[src/design/rsq_defs.vh]
`ifndef RSQ_DEFS_VH
`define RSQ_DEFS_VH
// ****************************************************************
// register offsets (own map)
// ****************************************************************
`define RSQ_ADDR_CAUSE      4'h0
`define RSQ_ADDR_OSC        4'h1
`define RSQ_ADDR_FLASH      4'h2
`define RSQ_ADDR_STATUS     4'h3
// ****************************************************************
// reset cause flag positions
// ****************************************************************
`define RSQ_F_POR           0
`define RSQ_F_BOR           1
`define RSQ_F_WDT           4
`define RSQ_F_SWR           6
`define RSQ_F_PIN           7
`define RSQ_F_CM            9
`define RSQ_F_IOP           14
`define RSQ_F_TRAP          15
`define RSQ_CAUSE_MASK      16'hc2d3
`define RSQ_CAUSE_POR_VAL   16'h0003
// ****************************************************************
// oscillator codes and fields
// ****************************************************************
`define RSQ_OSC_FRC         3'h0
`define RSQ_OSC_FRCPLL      3'h1
`define RSQ_OSC_PRI         3'h2
`define RSQ_OSC_PRIPLL      3'h3
`define RSQ_OSC_SOSC        3'h4
`define RSQ_OSC_LOW_POWER_RC_OSCILLATOR        3'h5
`define RSQ_OSC_DCO         3'h6
`define RSQ_OSC_FRCDIV      3'h7
`define RSQ_OSC_CUR_HI      14
`define RSQ_OSC_CUR_LO      12
`define RSQ_OSC_FAIL_BIT    3
`define RSQ_FLASH_RST_VAL   16'h0000
// ****************************************************************
// timing (ns) and counts at 5 ns
// ****************************************************************
`define RSQ_CLK_NS          16'h0005
`define RSQ_POR_NS          16'h2710
`define RSQ_RST_NS          16'h07d0
`define RSQ_POR_CYC         (`RSQ_POR_NS / `RSQ_CLK_NS)
`define RSQ_RST_CYC         (`RSQ_RST_NS / `RSQ_CLK_NS)
`define RSQ_XTAL_PERIODS    11'h400
`endif

[src/design/rsq_reset_seq.v]
`timescale 1ns/100ps
`include "rsq_defs.vh"
module rsq_reset_seq #(
   parameter REG_WAKE_CYC   = 16'd200,   // regulator start-up cycles
   parameter PLL_LOCK_CYC   = 16'd400,   // pll lock cycles
   parameter FRC_START_CYC  = 16'd20,    // fast rc start-up cycles
   parameter LOW_POWER_RC_OSCILLATOR_START_CYC = 16'd40,    // low power rc start-up cycles
   parameter DCO_START_CYC  = 16'd20,    // tunable osc start-up cycles
   parameter MON_DELAY_CYC  = 16'd8      // clock monitor start delay
) (
   sys_clk,
   reset_n,
   clk_en,
   por_event,
   brownout_low,
   brownout_enable_config,
   master_clear_pin,
   watchdog_timeout_reset,
   software_reset_instruction,
   illegal_opcode_reset,
   trap_conflict_reset,
   config_mismatch_reset,
   initial_oscillator_select,
   clock_switch_enable,
   two_speed_enable,
   clock_fail_monitor_enable,
   osc_tick,
   pll_locked,
   clock_valid,
   reg_addr,
   reg_wdata,
   reg_wr,
   reg_rd,
   reg_rdata,
   master_system_reset,
   exec_enable,
   clock_source,
   osc_fail_trap,
   monitor_active
);
   input         sys_clk;                     // block clock 200 mhz
   input         reset_n;                     // async reset, active low
   input         clk_en;                      // freeze all state but the reset release chain while low
   input         por_event;                   // power-on pulse
   input         brownout_low;                // supply under threshold
   input  [1:0]  brownout_enable_config;      // detector enable field
   input         master_clear_pin;            // pin reset, high active
   input         watchdog_timeout_reset;      // watchdog request
   input         software_reset_instruction;  // reset instruction
   input         illegal_opcode_reset;        // opcode or uninit w
   input         trap_conflict_reset;         // trap conflict
   input         config_mismatch_reset;       // config mismatch
   input  [2:0]  initial_oscillator_select;   // configured clock
   input         clock_switch_enable;         // switching allowed
   input         two_speed_enable;            // two-speed start-up
   input         clock_fail_monitor_enable;   // monitor enabled
   input         osc_tick;                    // one per crystal period
   input         pll_locked;                  // pll has lock
   input         clock_valid;                 // selected clock running
   input  [3:0]  reg_addr;                    // register index
   input  [15:0] reg_wdata;                   // write data
   input         reg_wr;                      // write strobe
   input         reg_rd;                      // read strobe
   output [15:0] reg_rdata;                   // read data, next cycle
   output        master_system_reset;         // high while in reset
   output        exec_enable;                 // cpu may run
   output [2:0]  clock_source;                // active system clock
   output        osc_fail_trap;               // oscillator failure trap
   output        monitor_active;              // monitor supervising

   wire          sys_clk;
   wire          reset_n;
   wire          clk_en;
   wire          por_event;
   wire          brownout_low;
   wire   [1:0]  brownout_enable_config;
   wire          master_clear_pin;
   wire          watchdog_timeout_reset;
   wire          software_reset_instruction;
   wire          illegal_opcode_reset;
   wire          trap_conflict_reset;
   wire          config_mismatch_reset;
   wire   [2:0]  initial_oscillator_select;
   wire          clock_switch_enable;
   wire          two_speed_enable;
   wire          clock_fail_monitor_enable;
   wire          osc_tick;
   wire          pll_locked;
   wire          clock_valid;
   wire   [3:0]  reg_addr;
   wire   [15:0] reg_wdata;
   wire          reg_wr;
   wire          reg_rd;

   // sequencer states
   localparam ST_IDLE = 2'h0;   // running
   localparam ST_HOLD = 2'h1;   // system reset delay
   localparam ST_CLK  = 2'h2;   // waiting for clock release
   localparam ST_MON  = 2'h3;   // one cycle, cpu enabled, then running

   reg    [1:0]  rst_sync_reg;                // reset release chain
   wire          rst_n;                       // synchronised reset
   reg    [1:0]  state_reg;                   // sequencer state
   reg    [1:0]  state_next;
   reg    [15:0] reset_cause_register;        // cause flags
   reg    [15:0] oscillator_control_register; // current select and fail
   reg    [15:0] flash_control_register;      // flash control
   reg    [15:0] rdata_reg;                   // read data
   reg           first_reg;                   // first sequence is power-on
   reg           two_speed_reg;               // on fast rc, primary pending
   reg    [2:0]  target_reg;                  // selected clock after reset
   reg           trap_reg;                    // oscillator fail trap
   reg           mon_reg;                     // monitor active
   wire   [15:0] req_vec;                     // request per flag
   wire          any_req;                     // any reset request
   wire          is_por;
   wire          is_bor;
   reg    [15:0] hold_len;                    // system reset delay
   reg    [15:0] clk_len;                     // clock start-up delay
   wire          hold_done;
   wire          clk_done;
   wire          xtal_done;
   wire   [2:0]  cur_sel;
   wire   [2:0]  post_sel;
   wire          need_xtal;
   wire          need_pll;
   wire          start;

   // ****************************************************************
   // reset release
   // ****************************************************************
   always @(posedge sys_clk or negedge reset_n) begin
      if (!reset_n) begin
         rst_sync_reg <= 2'b00;
      end else begin
         rst_sync_reg <= {rst_sync_reg[0], 1'b1};
      end
   end
   assign rst_n = rst_sync_reg[1];

   // ****************************************************************
   // request gathering; inputs are synchronous to sys_clk
   // ****************************************************************
   assign req_vec[`RSQ_F_POR]  = por_event;
   assign req_vec[`RSQ_F_BOR]  = por_event |
                                 (brownout_low & (brownout_enable_config != 2'b00));
   assign req_vec[`RSQ_F_WDT]  = watchdog_timeout_reset;
   assign req_vec[`RSQ_F_SWR]  = software_reset_instruction;
   assign req_vec[`RSQ_F_PIN]  = master_clear_pin;
   assign req_vec[`RSQ_F_CM]   = config_mismatch_reset;
   assign req_vec[`RSQ_F_IOP]  = illegal_opcode_reset;
   assign req_vec[`RSQ_F_TRAP] = trap_conflict_reset;
   assign req_vec[2]           = 1'b0;
   assign req_vec[3]           = 1'b0;
   assign req_vec[5]           = 1'b0;
   assign req_vec[8]           = 1'b0;
   assign req_vec[13:10]       = 4'h0;
   assign any_req = (|req_vec) | first_reg;
   assign is_por  = por_event | first_reg;
   assign is_bor  = req_vec[`RSQ_F_BOR] & ~is_por;
   assign start   = any_req;

   // ****************************************************************
   // clock selection after reset
   // ****************************************************************
   assign cur_sel  = oscillator_control_register[`RSQ_OSC_CUR_HI:`RSQ_OSC_CUR_LO];
   // power-on/brown-out or switching disabled take the config select
   assign post_sel = (!clock_switch_enable || is_por || is_bor) ?
                     initial_oscillator_select : cur_sel;
   assign need_xtal = (target_reg == `RSQ_OSC_PRI) || (target_reg == `RSQ_OSC_PRIPLL) ||
                      (target_reg == `RSQ_OSC_SOSC);
   assign need_pll  = (target_reg == `RSQ_OSC_PRIPLL) || (target_reg == `RSQ_OSC_FRCPLL);

   // ****************************************************************
   // delay lengths per cause and source
   // ****************************************************************
   always @* begin
      hold_len = `RSQ_RST_CYC;
      if (is_por) begin
         hold_len = `RSQ_POR_CYC + REG_WAKE_CYC + `RSQ_RST_CYC;
      end else if (is_bor) begin
         hold_len = REG_WAKE_CYC + `RSQ_RST_CYC;
         if (post_sel == `RSQ_OSC_DCO) begin
            hold_len = `RSQ_POR_CYC + REG_WAKE_CYC + `RSQ_RST_CYC;
         end
      end
   end

   // per-source wait, crystal part handled by the period counter
   always @* begin
      case (post_sel)
         `RSQ_OSC_FRC, `RSQ_OSC_FRCDIV: clk_len = FRC_START_CYC;
         `RSQ_OSC_FRCPLL:               clk_len = FRC_START_CYC + PLL_LOCK_CYC;
         `RSQ_OSC_PRIPLL:               clk_len = PLL_LOCK_CYC;
         `RSQ_OSC_LOW_POWER_RC_OSCILLATOR:                 clk_len = LOW_POWER_RC_OSCILLATOR_START_CYC;
         `RSQ_OSC_DCO:                  clk_len = DCO_START_CYC;
         default:                       clk_len = 16'h0000;
      endcase
      if (two_speed_enable && (post_sel == `RSQ_OSC_PRI || post_sel == `RSQ_OSC_PRIPLL)) begin
         clk_len = FRC_START_CYC;
      end
   end

   // ****************************************************************
   // timers, all loaded together so waits overlap
   // ****************************************************************
   rsq_delay_cnt u_hold (
      .sys_clk  (sys_clk),
      .rst_n    (rst_n),
      .clk_en   (clk_en),
      .load     (start),
      .load_val (hold_len),
      .tick     (1'b1),
      .done     (hold_done)
   );
   rsq_delay_cnt u_clk (
      .sys_clk  (sys_clk),
      .rst_n    (rst_n),
      .clk_en   (clk_en),
      .load     (start),
      .load_val (clk_len),
      .tick     (1'b1),
      .done     (clk_done)
   );
   // crystal periods: 1024 ticks, the 11th bit only holds the load
   rsq_delay_cnt u_xtal (
      .sys_clk  (sys_clk),
      .rst_n    (rst_n),
      .clk_en   (clk_en),
      .load     (start),
      .load_val ({5'h00, `RSQ_XTAL_PERIODS}),
      .tick     (osc_tick),
      .done     (xtal_done)
   );

   // ****************************************************************
   // sequencer state machine
   // ****************************************************************
   always @* begin
      state_next = state_reg;
      case (state_reg)
         ST_IDLE: state_next = ST_IDLE;
         ST_HOLD: if (hold_done) state_next = ST_CLK;
         ST_CLK: begin
            // waits run beside the reset delay, so often already done
            if (clk_done && (!need_xtal || two_speed_reg || xtal_done) &&
                (!need_pll || two_speed_reg || pll_locked)) begin
               state_next = ST_MON;
            end
         end
         ST_MON: state_next = ST_IDLE;
         default: state_next = ST_IDLE;
      endcase
      if (start) begin
         state_next = ST_HOLD;
      end
   end

   // monitor delay counter
   wire mon_done;
   rsq_delay_cnt u_mon (
      .sys_clk  (sys_clk),
      .rst_n    (rst_n),
      .clk_en   (clk_en),
      .load     (start | (state_reg == ST_HOLD)),
      .load_val (MON_DELAY_CYC),
      .tick     (1'b1),
      .done     (mon_done)
   );

   // ****************************************************************
   // state and control registers
   // ****************************************************************
   always @(posedge sys_clk or negedge rst_n) begin
      if (!rst_n) begin
         state_reg     <= ST_HOLD;
         first_reg     <= 1'b1;
         two_speed_reg <= 1'b0;
         target_reg    <= `RSQ_OSC_FRC;
         trap_reg      <= 1'b0;
         mon_reg       <= 1'b0;
      end else if (clk_en) begin
         state_reg <= state_next;
         first_reg <= 1'b0;
         if (start) begin
            target_reg    <= post_sel;
            two_speed_reg <= two_speed_enable &&
                             (post_sel == `RSQ_OSC_PRI || post_sel == `RSQ_OSC_PRIPLL);
            trap_reg      <= 1'b0;
            mon_reg       <= 1'b0;
         end else begin
            // primary takes over once its own delay completes
            if (two_speed_reg && xtal_done && (!need_pll || pll_locked)) begin
               two_speed_reg <= 1'b0;
            end
            // supervise from MON_DELAY_CYC cycles after reset release, even while a slow crystal still starts
            if (clock_fail_monitor_enable && (state_reg != ST_HOLD) && mon_done &&
                !mon_reg) begin
               mon_reg <= 1'b1;
               if (!clock_valid) begin
                  trap_reg   <= 1'b1;
                  target_reg <= `RSQ_OSC_FRC;
               end
            end
         end
      end
   end

   // ****************************************************************
   // software registers; reset values depend on cause
   // ****************************************************************
   always @(posedge sys_clk or negedge rst_n) begin
      if (!rst_n) begin
         reset_cause_register        <= `RSQ_CAUSE_POR_VAL;
         oscillator_control_register <= 16'h0000;
         flash_control_register      <= `RSQ_FLASH_RST_VAL;
         rdata_reg                   <= 16'h0000;
      end else if (clk_en) begin
         rdata_reg <= 16'h0000;
         if (reg_rd) begin
            case (reg_addr)
               `RSQ_ADDR_CAUSE:  rdata_reg <= reset_cause_register;
               `RSQ_ADDR_OSC:    rdata_reg <= oscillator_control_register;
               `RSQ_ADDR_FLASH:  rdata_reg <= flash_control_register;
               `RSQ_ADDR_STATUS: rdata_reg <= {11'h000, mon_reg, trap_reg, exec_enable,
                                               state_reg};
               default:          rdata_reg <= 16'h0000;
            endcase
         end
         if (reg_wr && reg_addr == `RSQ_ADDR_CAUSE) begin
            reset_cause_register <= reg_wdata & `RSQ_CAUSE_MASK;
         end
         if (reg_wr && reg_addr == `RSQ_ADDR_FLASH) begin
            flash_control_register <= reg_wdata;
         end
         if (reg_wr && reg_addr == `RSQ_ADDR_OSC) begin
            oscillator_control_register[`RSQ_OSC_CUR_HI:`RSQ_OSC_CUR_LO] <=
               reg_wdata[`RSQ_OSC_CUR_HI:`RSQ_OSC_CUR_LO];
         end
         // hardware set wins over a software write in the same cycle
         if (start) begin
            if (is_por) begin
               reset_cause_register   <= `RSQ_CAUSE_POR_VAL;
               flash_control_register <= `RSQ_FLASH_RST_VAL;
            end else begin
               reset_cause_register <= reset_cause_register | req_vec;
            end
            oscillator_control_register <= {1'b0, post_sel, 12'h000};
         end else begin
            oscillator_control_register[`RSQ_OSC_CUR_HI:`RSQ_OSC_CUR_LO] <=
               (two_speed_reg ? `RSQ_OSC_FRC : target_reg);
            oscillator_control_register[`RSQ_OSC_FAIL_BIT] <= trap_reg;
         end
      end
   end

   // ****************************************************************
   // outputs
   // ****************************************************************
   assign master_system_reset = (state_reg == ST_HOLD);
   assign exec_enable         = (state_reg == ST_IDLE) || (state_reg == ST_MON);
   assign clock_source        = oscillator_control_register[`RSQ_OSC_CUR_HI:`RSQ_OSC_CUR_LO];
   assign osc_fail_trap       = trap_reg;
   assign monitor_active      = mon_reg;
   assign reg_rdata           = rdata_reg;
endmodule // rsq_reset_seq

[src/design/rsq_delay_cnt.v]
`timescale 1ns/100ps
// ****************************************************************
// down counter: load then count to zero, done while zero
// ****************************************************************
module rsq_delay_cnt (
   sys_clk,
   rst_n,
   clk_en,
   load,
   load_val,
   tick,
   done
);
   input         sys_clk;   // block clock
   input         rst_n;     // synchronised reset
   input         clk_en;    // freeze when low
   input         load;      // start new wait
   input  [15:0] load_val;  // cycles to wait
   input         tick;      // counting event
   output        done;      // wait finished

   wire          sys_clk;
   wire          rst_n;
   wire          clk_en;
   wire          load;
   wire   [15:0] load_val;
   wire          tick;
   reg    [15:0] cnt_reg;   // remaining count

   // ****************************************************************
   // counter
   // ****************************************************************
   always @(posedge sys_clk or negedge rst_n) begin
      if (!rst_n) begin
         cnt_reg <= 16'h0000;
      end else if (clk_en) begin
         if (load) begin
            cnt_reg <= load_val;
         end else if (tick && (cnt_reg != 16'h0000)) begin
            cnt_reg <= cnt_reg - 16'h0001;
         end
      end
   end

   assign done = (cnt_reg == 16'h0000);
endmodule // rsq_delay_cnt

[config.mk]
export PLATFORM = sky130hd
export DESIGN_NAME = rsq_reset_seq
export DESIGN_NICKNAME = d
export VERILOG_FILES = /design/src/design/rsq_reset_seq.v /design/src/design/rsq_delay_cnt.v
export VERILOG_INCLUDE_DIRS = /design/src /design/src/design
export SDC_FILE = /design/constraint.sdc
export NUM_CORES = 1
export LEC_CHECK = 0
export BUFFER_PORTS_ARGS = -buffer_cell sky130_fd_sc_hd__buf_2
export CAP_MARGIN = 20
export CORE_ASPECT_RATIO = 0.6
export CORE_MARGIN = 2
export CORE_UTILIZATION = 59
export DETAILED_ROUTE_END_ITERATION = 16
export PLACE_DENSITY = 0.8
export SLEW_MARGIN = 20
export SYNTH_ARGS = -nofsm -noshare
export SYNTH_HDL_FRONTEND = slang
export SYNTH_SLANG_ARGS = --single-unit
[constraint.sdc]
create_clock -name sys_clk -period 4.2 [get_ports sys_clk]
set_input_delay 0.21 -clock sys_clk [delete_from_list [all_inputs] [get_ports sys_clk]]
set_output_delay 0.21 -clock sys_clk [all_outputs]
set_load 0.005 [all_outputs]
==> flow_results.org <==
** Status
- Outcome :: complete, no violations

** GRT
- Initial antenna violation count :: 0
- Across every metal layer, demand over resource in global routing totals 0.3044.
- Maximum number of pins on one net before global-route repair :: 52
- Overall overflow remaining after global route :: 0
- The number of global-route vias before repair came to 5,396.
- The first global-routing pass estimated 27,120 um of wire.

** Synth
- Total of flip-flops plus latches after synthesis :: 119
- sky130_fd_sc_hd__dfrtp_1 is the most common cell in the netlist.
- Leading post-synthesis cells by cell area :: sky130_fd_sc_hd__dfrtp_1, sky130_fd_sc_hd__nor2_1, sky130_fd_sc_hd__xor2_1
- Summed over all instances, the cell type with the most area after synthesis is sky130_fd_sc_hd__dfrtp_1.
- Most used standard cells in the synthesized netlist :: sky130_fd_sc_hd__dfrtp_1, sky130_fd_sc_hd__nor2_1, sky130_fd_sc_hd__o21ai_0
- Combined area of all synthesized cells :: 6276 sq um
- Synthesis produced a netlist whose cell count is 661.
- Primary flip-flop cell chosen by synthesis mapping :: sky130_fd_sc_hd__dfrtp_1
- Register area share after synthesis :: 0.4753
- Number of nets produced by synthesis :: 714
- Synthesized area per cell :: 9.495 sq um
- The synthesized netlist contains 77 unique library cells.
- Synthesis warning total :: 0
- Post-synth EDFFs :: 0
- After synthesis, the share of flip-flops with an asynchronous set or reset is 1.000.
- Of the post-synthesis cell area, the dominant cell type holds 0.4585.

** Min path
- In this run the worst hold path is classified as in -> reg.
- For hold timing, the worst endpoint is flash_control_register[8]$_DFFE_PN0P_.
- Min-delay src :: reg_wdata[8]
- Along the worst hold path, the cell count comes to 2.

** Detailed routing
- In the routed layout, each cell is associated on average with a via count of 6.426.
- DR vias :: 5,661
- Total Wirelength :: 16,780 um
- Initial DRT Pass Iterations :: 5
- The count of nets left with antenna violations once routing finished came out at 0.
- Average wire per standard cell :: 19.05 um
- Residual DRC count :: 0
- Number of DRC markers in iteration 0 :: 663

** Cells and area
- Number of nets in the finished design :: 782
- The repair_antennas step left the layout with diodes totalling 0.
- Layout cells sized above 1 :: 0.1941
- From synthesis to final layout, the design area changed by 17.17%.
- Finished Core Util :: 0.7037

** Critical path
- The number of cells on the worst reg-to-reg path is 7.
- STA classifies the critical path startpoint as a register.
- Worst Path Required :: 4.49 ns
- For flop-to-flop paths, the worst setup slack is 1.58 ns.
- Worst R2R Start :: first_reg$_DFFE_PN1P_
- Data arrival, critical path :: 2.91 ns
- Crit path max fanout :: 27
- By startpoint and endpoint, the worst setup path is classified as reg -> reg.
- Category of the worst setup path capture point :: register
- The endpoint identified for the worst register-to-register timing path is u_clk.cnt_reg[5]$_DFFE_PN0P_.

** Clock network
- Clock tree synthesis found a total of 119 sinks.
- Buffers inserted during clock tree synthesis total 17.
- Clock-pin slew was measured on the worst setup and hold paths at 0.06 ns.
- In this run the clock root is driven by a sky130_fd_sc_hd__clkbuf_16.
- Clock H-tree levels :: 4
- No sink is reached through more buffers than the 2 on the longest clock path.
- Latest clock arrival within the worst-skew pair :: 0.42 ns
- TritonCTS built the clock tree.

** Power
- The internal portion of the total power is 0.002333 W.
- For this design the ratio of total power to cell area is 452.6 nW/um^2.
- Net switching component of the power :: 0.0009945 W
- For this design the static power due to leakage is 3.320 nW.
- IR analysis of the VDD net gives a maximum drop of 0.3216 mV.
- Part of the power in combinational logic :: 0.165
- Switching part of the total :: 0.2988
- Of the total power, registers draw 0.401.
- Of the total power, the clock network draws 0.434.

** Place
- GP Congestion :: 0.9011
- Total half-perimeter wirelength after legalization and detailed placement :: 11,460 um
- Port Buf Inserts :: 66

** Floorplanning
- Die Outline Area :: 11,510 sq um
- # IOs :: 67
- For this configuration, the core starts out at a cell density of 0.6006.
- The floorplan has 29 rows.
- The floorplan step set the die width to 137.2 um.
- The core region is 10,450 sq um.
- Die span in y :: 83.89 um

** Timing
- Number of slew-limit violations in the final report :: 0
- On the final layout, the worst hold slack is 0.008320 ns.
- After layout, the minimum clock period comes to 2.623 ns.
- In the finished design, the share of the clock period the worst path needs comes to 0.6246.
- Number of failing setup endpoints in the final timing report :: 0
- Fmax :: 0.3812 GHz
- The number of hold violations in the final report was 0.
- In this run the tightest slew margin relative to its limit is 0.3820.
- Slew of the pin with the lowest slew margin :: 0.9141 ns
- Setup repair after global routing left no endpoint under its margin.
- Clock skew on the completed layout was measured at 0.01011 ns.
- Summed over all failing endpoints, the final setup total negative slack is 0 ns.

** Job
- Across the run, the number of max-cap violations was 0.
[cell usage in the layout, fill, tap and decap left out, types with 8 or more instances in the layout]
cell	Yosys	layout
sky130_fd_sc_hd__clkbuf_16	0	17
sky130_fd_sc_hd__xnor2_1	11	11
sky130_fd_sc_hd__buf_2	4	66
sky130_fd_sc_hd__ha_1	9	9
sky130_fd_sc_hd__a22o_1	24	24
sky130_fd_sc_hd__nand3_1	23	23
sky130_fd_sc_hd__a31oi_1	16	16
sky130_fd_sc_hd__buf_4	3	9
sky130_fd_sc_hd__or4_1	8	8
sky130_fd_sc_hd__nor3_1	20	20
sky130_fd_sc_hd__nand2_1	38	38
sky130_fd_sc_hd__dfrtp_1	115	114
sky130_fd_sc_hd__nor2_1	96	94
sky130_fd_sc_hd__mux2i_1	9	9
sky130_fd_sc_hd__xor2_1	28	28
sky130_fd_sc_hd__a21oi_1	25	24
sky130_fd_sc_hd__inv_1	26	26
sky130_fd_sc_hd__nand4_1	12	12
sky130_fd_sc_hd__a22oi_1	9	9
sky130_fd_sc_hd__o21ai_0	44	44
[cell families (layout without fill, tap and decap cells)]
logic type,Yosys count,after routing,synth area share
AOI/OAI and AO/OA,162,162,0.1725
xor gates and xnor gates,39,39,0.05443
adders and majority gates,9,9,0.01794
buffers and inverters,54,135,0.03489
DFF,119,119,0.4753
muxes,16,16,0.02691
other,1,1,0.0005975
and+or+nand+nor,261,261,0.2175
[critical path, stage by stage (launching register included)]
cell	delay, ns
sky130_fd_sc_hd__dfstp_2	0.55
sky130_fd_sc_hd__or2_2	0.20
sky130_fd_sc_hd__nor4_4	0.06
sky130_fd_sc_hd__buf_4	0.23
sky130_fd_sc_hd__nor2_2	0.54
sky130_fd_sc_hd__buf_4	0.41
sky130_fd_sc_hd__nor2_1	0.14
sky130_fd_sc_hd__o21ai_0	0.34
[metal layers]
metal,GRT usage,vias to the layer above,routed length [um]
li1,-,2552,-
met1,0.4406,2756,7547
met2,0.4365,318,7528
met3,0.08804,35,1464
met4,0.1059,0,243
met5,0,-,0
[cell type report]
cell class	count	area (sq um)
Fill cell	756	3097
Clock inverter	14	152.6
Inverter	27	101.3
Clock buffer	18	439.2
Multi-Input combinational cell	488	3092
Sequential cell	119	2987
Timing Repair Buffer	76	407.9
Tap cell	139	173.9
[worst max path at each step]
stage,startpoint,to
after floorplan,rst_sync_reg[1]$_DFF_PN0_,flash_control_register[0]$_DFFE_PN0P_
after global placement,first_reg$_DFFE_PN1P_,u_clk.cnt_reg[5]$_DFFE_PN0P_
after detailed placement,master_clear_pin,target_reg[2]$_DFFE_PN0P_
after CTS,first_reg$_DFFE_PN1P_,u_clk.cnt_reg[5]$_DFFE_PN0P_
after global routing,first_reg$_DFFE_PN1P_,target_reg[0]$_DFFE_PN0P_
final,first_reg$_DFFE_PN1P_,u_clk.cnt_reg[5]$_DFFE_PN0P_
[stage by stage]
stage,instances,power (W),cell area (sq um),worst slack (ns)
final,881,0.003328,7353,1.577
after global routing,881,0.003456,7353,1.543
after floorplan,661,0.001726,6276,0.6463
after CTS,881,0.003310,7347,1.715
after global placement,848,0.001853,6745,1.773
after detailed placement,848,0.001879,6745,1.724
[power by group through the flow]
stage | sequential (W) | combinational (W) | clock, W
5_1_grt | 0.00135 | 0.000606 | 0.00150
3_5_place_dp | 0.00135 | 0.000530 | 0
4_1_cts | 0.00133 | 0.000540 | 0.00144
6_report | 0.00133 | 0.000550 | 0.00144
2_1_floorplan | 0.00133 | 0.000395 | 0
3_3_place_gp | 0.00134 | 0.000510 | 0
[repair_timing]
item | in CTS | in global routing
buffers inserted | 0 | 0
gates resized for setup | 0 | 0
endpoints found under the hold margin | 2 | 0
hold buffers | 1 | 0
Note: power is estimated with default switching activity, not from simulation.
